$ cat src/design/link_status_cfg.svh
// link status register offsets, bit positions and timing counts
`ifndef LINK_STATUS_CFG_SVH
`define LINK_STATUS_CFG_SVH
`define LS_ADDR 8'h6C
`define LS_BIT_CLK 0
`define LS_BIT_CAL 1
`define LS_BIT_LOCK 2
`define LS_BIT_ALIGN 3
`define LS_BIT_PHASE_READJUST_FLAG 4
`define LS_BIT_IDLE 5
`define LS_BIT_LINK 6
`define LS_SYNC_MIN_FRAMES 4'h4
`endif

$ cat src/design/link_status_pkg.sv
// types shared by the link status register
package link_status_pkg;
  typedef enum logic [1:0] {
    LINK_IDLE = 2'b00,
    LINK_SYNC = 2'b01,
    LINK_ILAS = 2'b10,
    LINK_DATA = 2'b11
  } link_state_t;
endpackage

$ cat src/design/jesd_link_status_reg.sv
// status register of the serial link transmitter with its flag logic
`timescale 1ns/10ps
`include "link_status_cfg.svh"

module jesd_link_status_reg
  import link_status_pkg::*;
(
  input wire logic clk, // 50 MHz clock
  input wire logic reset_n, // async reset, active low
  input wire logic frame_tick, // one-cycle frame clock enable
  input wire logic lmfc_tick, // one-cycle multiframe clock enable
  input wire logic sync_n_pin, // SYNCb from receiver, active low
  input wire logic sysref_pin, // SYSREF input
  input wire logic sysref_detect_enable, // SYSREF detection enable
  input wire logic ilas_done, // alignment sequence fully sent
  input wire logic pll_locked, // PLL lock indication
  input wire logic cal_done, // calibration complete
  input wire logic sample_clock_active, // activity on sample_clock_input
  input wire logic [7:0] cfg_addr, // configuration port address
  input wire logic cfg_wr, // write strobe
  input wire logic cfg_rd, // read strobe
  input wire logic [7:0] cfg_wdata, // write data
  output logic [7:0] cfg_rdata, // read data
  output logic cfg_rvalid, // read data valid
  output logic link_up, // link established
  output logic sysref_phase_adjust // pulse: local clocks realigned
);

  // ****************************************
  // input synchronisers
  // ****************************************
  // bit 0 SYNCb, bit 1 SYSREF, bit 2 sample clock activity
  logic [2:0] pin_raw;
  logic [2:0] sync_meta_q, sync_meta_d;
  logic [2:0] sync_s_q, sync_s_d;

  assign pin_raw = {sample_clock_active, sysref_pin, sync_n_pin};

  genvar g;
  generate
    for (g = 0; g < 3; g++) begin : g_sync
      // idle levels after reset: SYNCb high, others low
      localparam logic RST_VAL = (g == 0) ? 1'b1 : 1'b0;

      // two flops per pin before any logic reads it
      always_comb begin
        sync_meta_d[g] = pin_raw[g];
        sync_s_d[g] = sync_meta_q[g];
      end

      always_ff @(posedge clk or negedge reset_n) begin
        if (!reset_n) begin
          sync_meta_q[g] <= RST_VAL;
          sync_s_q[g] <= RST_VAL;
        end else begin
          sync_meta_q[g] <= sync_meta_d[g];
          sync_s_q[g] <= sync_s_d[g];
        end
      end
    end
  endgenerate

  // ****************************************
  // sysref edge detect
  // ****************************************
  // settled level of the cycle before
  logic sysref_prev_q, sysref_prev_d;

  always_comb begin
    sysref_prev_d = sync_s_q[1];
  end

  always_ff @(posedge clk or negedge reset_n) begin
    if (!reset_n) begin
      sysref_prev_q <= 1'b0;
    end else begin
      sysref_prev_q <= sysref_prev_d;
    end
  end

  logic sync_req;
  logic sysref_rise;
  logic clk_ok;
  assign sync_req = ~sync_s_q[0];
  assign clk_ok = sync_s_q[2];
  assign sysref_rise = sync_s_q[1] & ~sysref_prev_q & sysref_detect_enable;

  // ****************************************
  // link state machine
  // ****************************************
  link_state_t state_q, state_d;
  logic [3:0] frame_cnt_q, frame_cnt_d;

  always_comb begin
    state_d = state_q;
    frame_cnt_d = frame_cnt_q;
    case (state_q)
      LINK_IDLE, LINK_DATA: begin
        // count frame clocks of SYNCb held low
        if (!sync_req) begin
          frame_cnt_d = 4'h0;
        end else if (frame_tick) begin
          if (frame_cnt_q + 4'h1 >= `LS_SYNC_MIN_FRAMES) begin
            state_d = LINK_SYNC;
            frame_cnt_d = 4'h0;
          end else begin
            frame_cnt_d = frame_cnt_q + 4'h1;
          end
        end
      end
      LINK_SYNC: begin
        // release of SYNCb on a multiframe boundary starts alignment
        if (!sync_req && lmfc_tick) begin
          state_d = LINK_ILAS;
        end
      end
      LINK_ILAS: begin
        if (sync_req) begin
          state_d = LINK_SYNC;
        end else if (ilas_done) begin
          state_d = LINK_DATA;
        end
      end
      default: begin
        state_d = LINK_IDLE;
      end
    endcase
  end

  always_ff @(posedge clk or negedge reset_n) begin
    if (!reset_n) begin
      state_q <= LINK_IDLE;
      frame_cnt_q <= 4'h0;
    end else begin
      state_q <= state_d;
      frame_cnt_q <= frame_cnt_d;
    end
  end

  // ****************************************
  // address decode
  // ****************************************
  // one decode serves both strobes so reads and writes never disagree
  function automatic logic status_hit(input logic [7:0] addr);
    return addr == `LS_ADDR;
  endfunction

  logic wr_hit;
  logic rd_hit;

  assign wr_hit = cfg_wr && status_hit(cfg_addr);
  assign rd_hit = cfg_rd && status_hit(cfg_addr);

  // ****************************************
  // mirrored status bits
  // ****************************************
  // read-only bits follow their sources one cycle late
  logic link_up_flag_q, link_up_flag_d;
  logic sync_idle_flag_q, sync_idle_flag_d;
  logic synth_lock_flag_q, synth_lock_flag_d;
  logic calibration_complete_flag_q, calibration_complete_flag_d;
  logic input_clock_detected_q, input_clock_detected_d;

  always_comb begin
    link_up_flag_d = (state_q == LINK_DATA) && !sync_req;
    // idle reflects the process, not the raw pin
    sync_idle_flag_d = (state_q == LINK_IDLE || state_q == LINK_DATA)
      && (frame_cnt_q == 4'h0);
    synth_lock_flag_d = pll_locked;
    calibration_complete_flag_d = cal_done;
    input_clock_detected_d = clk_ok;
  end

  always_ff @(posedge clk or negedge reset_n) begin
    if (!reset_n) begin
      link_up_flag_q <= 1'b0;
      sync_idle_flag_q <= 1'b1;
      synth_lock_flag_q <= 1'b0;
      calibration_complete_flag_q <= 1'b0;
      input_clock_detected_q <= 1'b0;
    end else begin
      link_up_flag_q <= link_up_flag_d;
      sync_idle_flag_q <= sync_idle_flag_d;
      synth_lock_flag_q <= synth_lock_flag_d;
      calibration_complete_flag_q <= calibration_complete_flag_d;
      input_clock_detected_q <= input_clock_detected_d;
    end
  end

  // ****************************************
  // sysref flags
  // ****************************************
  logic phase_readjust_flag_q, phase_readjust_flag_d;
  logic sysref_processed_flag_q, sysref_processed_flag_d;
  // local clocks already derived from an earlier sysref
  logic aligned_q, aligned_d;
  // one-cycle pulse toward the outputs
  logic pulse_d;
  logic phase_off;

  // phase moves unless the edge lands on a multiframe boundary of an aligned clock
  assign phase_off = ~(aligned_q & lmfc_tick);

  always_comb begin
    phase_readjust_flag_d = phase_readjust_flag_q;
    sysref_processed_flag_d = sysref_processed_flag_q;
    aligned_d = aligned_q;
    pulse_d = 1'b0;
    // write-one clears; a zero leaves the flag alone
    if (wr_hit && cfg_wdata[`LS_BIT_PHASE_READJUST_FLAG]) begin
      phase_readjust_flag_d = 1'b0;
    end
    if (wr_hit && cfg_wdata[`LS_BIT_ALIGN]) begin
      sysref_processed_flag_d = 1'b0;
    end
    // events win over a same-cycle write-one clear
    if (sysref_rise) begin
      sysref_processed_flag_d = 1'b1;
      aligned_d = 1'b1;
      if (phase_off) begin
        phase_readjust_flag_d = 1'b1;
        pulse_d = 1'b1;
      end
    end
    // a lost sample clock leaves no alignment worth keeping
    if (!clk_ok) begin
      phase_readjust_flag_d = 1'b0;
      sysref_processed_flag_d = 1'b0;
      aligned_d = 1'b0;
      pulse_d = 1'b0;
    end
  end

  always_ff @(posedge clk or negedge reset_n) begin
    if (!reset_n) begin
      phase_readjust_flag_q <= 1'b0;
      sysref_processed_flag_q <= 1'b0;
      aligned_q <= 1'b0;
    end else begin
      phase_readjust_flag_q <= phase_readjust_flag_d;
      sysref_processed_flag_q <= sysref_processed_flag_d;
      aligned_q <= aligned_d;
    end
  end

  // ****************************************
  // read port
  // ****************************************
  logic [7:0] rdata_d;
  logic rvalid_d;

  always_comb begin
    rdata_d = 8'h00;
    // every read answers, other addresses and bit 7 with zero
    rvalid_d = cfg_rd;
    if (rd_hit) begin
      rdata_d[`LS_BIT_LINK] = link_up_flag_q;
      rdata_d[`LS_BIT_IDLE] = sync_idle_flag_q;
      rdata_d[`LS_BIT_PHASE_READJUST_FLAG] = phase_readjust_flag_q;
      rdata_d[`LS_BIT_ALIGN] = sysref_processed_flag_q;
      rdata_d[`LS_BIT_LOCK] = synth_lock_flag_q;
      rdata_d[`LS_BIT_CAL] = calibration_complete_flag_q;
      rdata_d[`LS_BIT_CLK] = input_clock_detected_q;
    end
  end

  // ****************************************
  // registered outputs
  // ****************************************
  // link_up changes in the same cycle as the status bit it mirrors
  always_ff @(posedge clk or negedge reset_n) begin
    if (!reset_n) begin
      cfg_rdata <= 8'h00;
      cfg_rvalid <= 1'b0;
      link_up <= 1'b0;
      sysref_phase_adjust <= 1'b0;
    end else begin
      cfg_rdata <= rdata_d;
      cfg_rvalid <= rvalid_d;
      link_up <= link_up_flag_d;
      sysref_phase_adjust <= pulse_d;
    end
  end

endmodule

$ cat config.mk
export PLATFORM = sky130hd
export DESIGN_NAME = jesd_link_status_reg
export DESIGN_NICKNAME = d
export VERILOG_FILES = /design/src/design/link_status_pkg.sv /design/src/design/jesd_link_status_reg.sv
export VERILOG_INCLUDE_DIRS = /design/src /design/src/design
export SDC_FILE = /design/constraint.sdc
export NUM_CORES = 1
export LEC_CHECK = 0
export BUFFER_PORTS_ARGS = -buffer_cell sky130_fd_sc_hd__buf_4
export CAP_MARGIN = 0
export CELL_PAD_IN_SITES_DETAIL_PLACEMENT = 0
export CELL_PAD_IN_SITES_GLOBAL_PLACEMENT = 1
export CORE_AREA = 2 2 66 55
export CTS_CLUSTER_SIZE = 16
export DETAILED_ROUTE_END_ITERATION = 6
export DIE_AREA = 0 0 68 57
export GPL_TIMING_DRIVEN = 1
export PLACE_DENSITY_LB_ADDON = 0.12
export SYNTH_ARGS = -nofsm -noshare
export SYNTH_HDL_FRONTEND = slang
export SYNTH_SLANG_ARGS = --single-unit
$ cat constraint.sdc
create_clock -name clk -period 1.85 [get_ports clk]
set_clock_uncertainty 0.15 [all_clocks]
set_input_delay 0.0925 -clock clk [delete_from_list [all_inputs] [get_ports clk]]
set_output_delay 0.0925 -clock clk [all_outputs]
set_load 0.05 [all_outputs]
# After elaboration in Yosys (flattened, before gate mapping)
# Index checks and enable logic that the tools add are counted.
# classes
n_addsub	1
magnitude_cmp	1
eq_ne	11
mux	23
n_bitwise	4
n_reduce_logical	14
# op_table
operator	n
1-bit two-way mux	12
2-bit two-way mux	6
4-bit two-way mux	3
8-bit by 7-bit == test with 1-bit output, second input constant	1
2-bit != test, second input constant	4
1-bit logical AND	7
7-bit two-way mux	1
2-bit one-hot mux with 3 select lines	1
5-bit AND reduction	1
4-bit by 1-bit adder with 4-bit output, second input constant	1
2-bit == test, second input constant	2
4-bit by 3-bit >= comparator with 1-bit output, second input constant	1
4-bit zero test	1
1-bit bitwise AND	3
3-bit by 1-bit != test with 1-bit output, second input constant	1
3-bit != test, second input constant	1
2-bit by 1-bit == test with 1-bit output, second input constant	1
2-bit zero test	1
2-bit by 1-bit != test with 1-bit output, second input constant	1
2-bit AND reduction	1
2-bit nonzero test	1
2-bit OR reduction	1
1-bit logical OR	1
1-bit NOT	1
# totals
reg_bits	30
input_bits	29
out_inout_bits	11
elab_cells	74

# Logic depth before layout (Yosys ltp)
# logic_depth
word_depth	7
ltp_mapped	6
mapped_depth_nobuf	6

# Worst setup path after synthesis
# OpenSTA, ideal clock, no wires.
# synth_timing
kind	reg-to-reg
startpoint	register state_q[0]
endpoint	register state_q[0]
arrival_time_ps	1328
t_required_ps	1621
setup_slack_ps	293
path_stages_with_launch	7
path_buffers	0
period_less_slack_ps	1557
path_cell_list	dfrtp_1 > inv_1 > ha_1 > and3_1 > nand3_1 > nor3b_2 > mux2i_1
# synth_via
elab_chain_cells	4
word_cells_on_any_way	12
classes_between	8 x eq/ne; 1 x mux; 3 x reduce/logical
# synth_lines
element	line	text
from (decl)	jesd_link_status_reg.sv:91	link_state_t state_q, state_d;
from (signal assigned)	jesd_link_status_reg.sv:135	state_q <= state_d;
2-bit == test / 2-bit zero test (equally long branches)	jesd_link_status_reg.sv:97	case (state_q)
2-bit OR reduction	jesd_link_status_reg.sv:97	
2-bit != test (no line)	n/a	
5-bit AND reduction (no line)	n/a	
# Parallel ways exist; a longest one is shown, timed or not.
# A chain may end at the register's enable or synchronous reset.

# Final worst setup path
# Ends and elaborated chain as after synthesis.

==> reports/results.ini <==
[setup_path]
path_class = flop to flop
start_kind = flop
crit_path_top_delay_cell = dfrtp_1
arrival_ns = 1.76
crit_family = simple AND/OR/NAND/NOR gates
critical_path_buf_inv_count = 1
cp-end-kind = flop
worstPathMaxFanout = 6
crit_chain = inv_1 -> ha_1 -> and3_1 -> nand3_1 -> nor3b_2 -> mux2i_1
rrSetupSlack_ns = 0.13
slowest_delay_ns = 0.38
critPathRequiredTime_ns = 1.89

[layout]
final_nets = 174
drive_gt1_share_pct = 37.6
final_util_pct = 51.0
final_common_cell = buf_4
final_area_um2 = 1670
fillerInstances = 307
num_antenna_cells = 0
syn_to_final_growth_pct = 41.7
final_cell_mix = 33 x buf_4, 27 x dfrtp_1, 12 x dlygate4sd3_1

[route]
wl_per_cell_um = 11.7
antenna_left = 0
first_pass_iters = 2
first_iter_violations = 37
vias = 827
viasPerCell = 4.52
drc = 0
routed_wirelength_um = 2150

[pwr]
power_leakage_uw = 0.000829
ir_worst_vdd_mv = 0.547
power_density_nw_per_um2 = 1000

[clocking]
numCtsBuffers = 5
cts_resized = 0
cts.sinks = 30
path_clk_slew_ns = 0.06
clk_latency_ns = 0.27
cts-root-buf = clkbuf_8
clockBufferDepth = 2
cts_max_level = 2
cts_tree = built

[floorplanning]
pin_count = 40
die_x_um = 68
fp.coreArea_um2 = 3280
dieHeight_um = 57
floorplan.initialDensity_pct = 36.0
die_area_um2 = 3880
num_rows = 19

[synth]
avgSynthCellArea_um2 = 13.3
synth.distinct_cells = 29
yosys_warnings = 0
ys.flop_type = dfrtp_1
syn-num-nets = 123
netlist.area_leader.share_pct = 57.2
syn_area_um2 = 1180
post-synth-top-area-cell = dfrtp_1
ys_seq_elements = 30
synth_enable_flop_cells = 0
ys_seq_area_share_pct = 63.9
ys_top_cells_by_area = dfrtp_1 57%, dfstp_2 6.7%, ha_1 5.3%, and3_2 4.4%, nand2_1 2.9%
synth_cells = 89
async_flop_share_pct = 100

[worst_hold_path]
hold_path.class = input port to flop

[global_route]
grt_pass1_wl_um = 3610
antenna_found_initial = 0
busiest_layer = met2
track_usage_pct = 13.0
groute.layer.met1.usage_pct = 14.4
use_met2_pct = 20.4
grt.overflow.total = 0
met3_usage_pct = 5.72
grt_max_degree = 31
grt_pass1_vias = 867

[timing]
rsz0062_at_grt = false
finalSetupTns_ns = 0
fmax_mhz = 581
hold_ws_ns = 0.0192
min_period_over_period_pct = 93.0
hold_violations = 0
period_needed_ns = 1.72
slew_violations = 0
setup-violations-final = 0

[placement]
io_buffers = 32
hpwl_um = 1490
place_congestion = 0.678
placed_area_um2 = 1470

[run_status]
status = complete, no violations

[job]
cap_violations = 0

[worst register-to-register path, stage by stage (launching register included)]
cell,delay (ns)
dfrtp_1,0.38
inv_1,0.07
ha_1,0.37
and3_1,0.17
nand3_1,0.07
nor3b_2,0.22
mux2i_1,0.21
[flip-flops by register name, indices dropped and copies added, names as in the netlist, 2 cells and up]
signal	count
cfg_rdata	7
frame_cnt_q	4
state_q	2
sync_meta_q	3
[per-layer routing]
| layer | vias to the layer above | routed length, µm |
|---|---|---|
| met5 | - | 0 |
| met4 | 0 | 62 |
| met3 | 7 | 130 |
| met2 | 26 | 991 |
| met1 | 390 | 966 |
| li1 | 404 | - |
[cell type report]
class / count / area [µm²] / share of cell area, %
Clock buffer: 8 / 80.1 / 4.78
Tap cell: 42 / 52.6 / 3.14
Inverter: 6 / 22.5 / 1.35
Sequential cell: 30 / 754 / 45.1
Timing Repair Buffer: 45 / 368 / 22.0
Multi-Input combinational cell: 52 / 397 / 23.7
[what timing repair did]
action / CTS / global route
hold buffers: 12 / 0
buffers inserted: 0 / 0
hold endpoints to repair: 45 / 0
[cell usage after synthesis, types with 2 or more instances]
| library cell | instances |
|---|---|
| nor2_1 | 2 |
| a21oi_1 | 2 |
| and2_1 | 3 |
| nor3_1 | 2 |
| dfstp_2 | 3 |
| o21ai_0 | 4 |
| inv_1 | 6 |
| ha_1 | 5 |
| dfrtp_1 | 27 |
| and3_1 | 2 |
| nand2_1 | 9 |
| and3_2 | 7 |
[metrics by stage]
stage	cells	setup WS, ns	total power (µW)
final	183	0.129	1670
after global routing	183	0.00688	1800
after CTS	183	0.129	1700
after detailed placement	163	0.136	1190
after global placement	163	0.176	1180
after floorplan	89	0.293	1060
[logic make-up after synthesis]
kind of cell / Yosys count / share of synthesized area, %
adders and majority gates: 5 / 5.30
muxes: 1 / 0.847
and+or+nand+nor: 32 / 19.3
buffers and inverters: 7 / 2.54
DFF: 30 / 63.9
other: 1 / 0.317
AOI/OAI and AO/OA: 13 / 7.84
[power by group]
group	total [µW]	switching, µW	internal, µW	leakage [µW]
Clock	483	217	266	0.0000395
Combinational	414	223	190	0.000410
Sequential	778	44.8	733	0.000380
[worst paths after layout]
| kind | cells after the start | startpoint | to |
|---|---|---|---|
| setup reg to reg | 6 | state_q[0]$_DFFE_PN0P_ | state_q[0]$_DFFE_PN0P_ |
| hold reg to reg | 0 | sync_meta_q[2]$_DFF_PN0_ | clk_ok$_DFF_PN0_ |
| hold / removal | 3 | lmfc_tick | sysref_phase_adjust$_DFF_PN0_ |
| max in group asynchronous | 2 | reset_n | sync_s_q[0]$_DFF_PN1_ |
| min in group asynchronous | 2 | reset_n | aligned_q$_DFFE_PN0P_ |
| setup / recovery | 6 | state_q[0]$_DFFE_PN0P_ | state_q[0]$_DFFE_PN0P_ |
No activity file was read; power rests on OpenSTA's default activity.
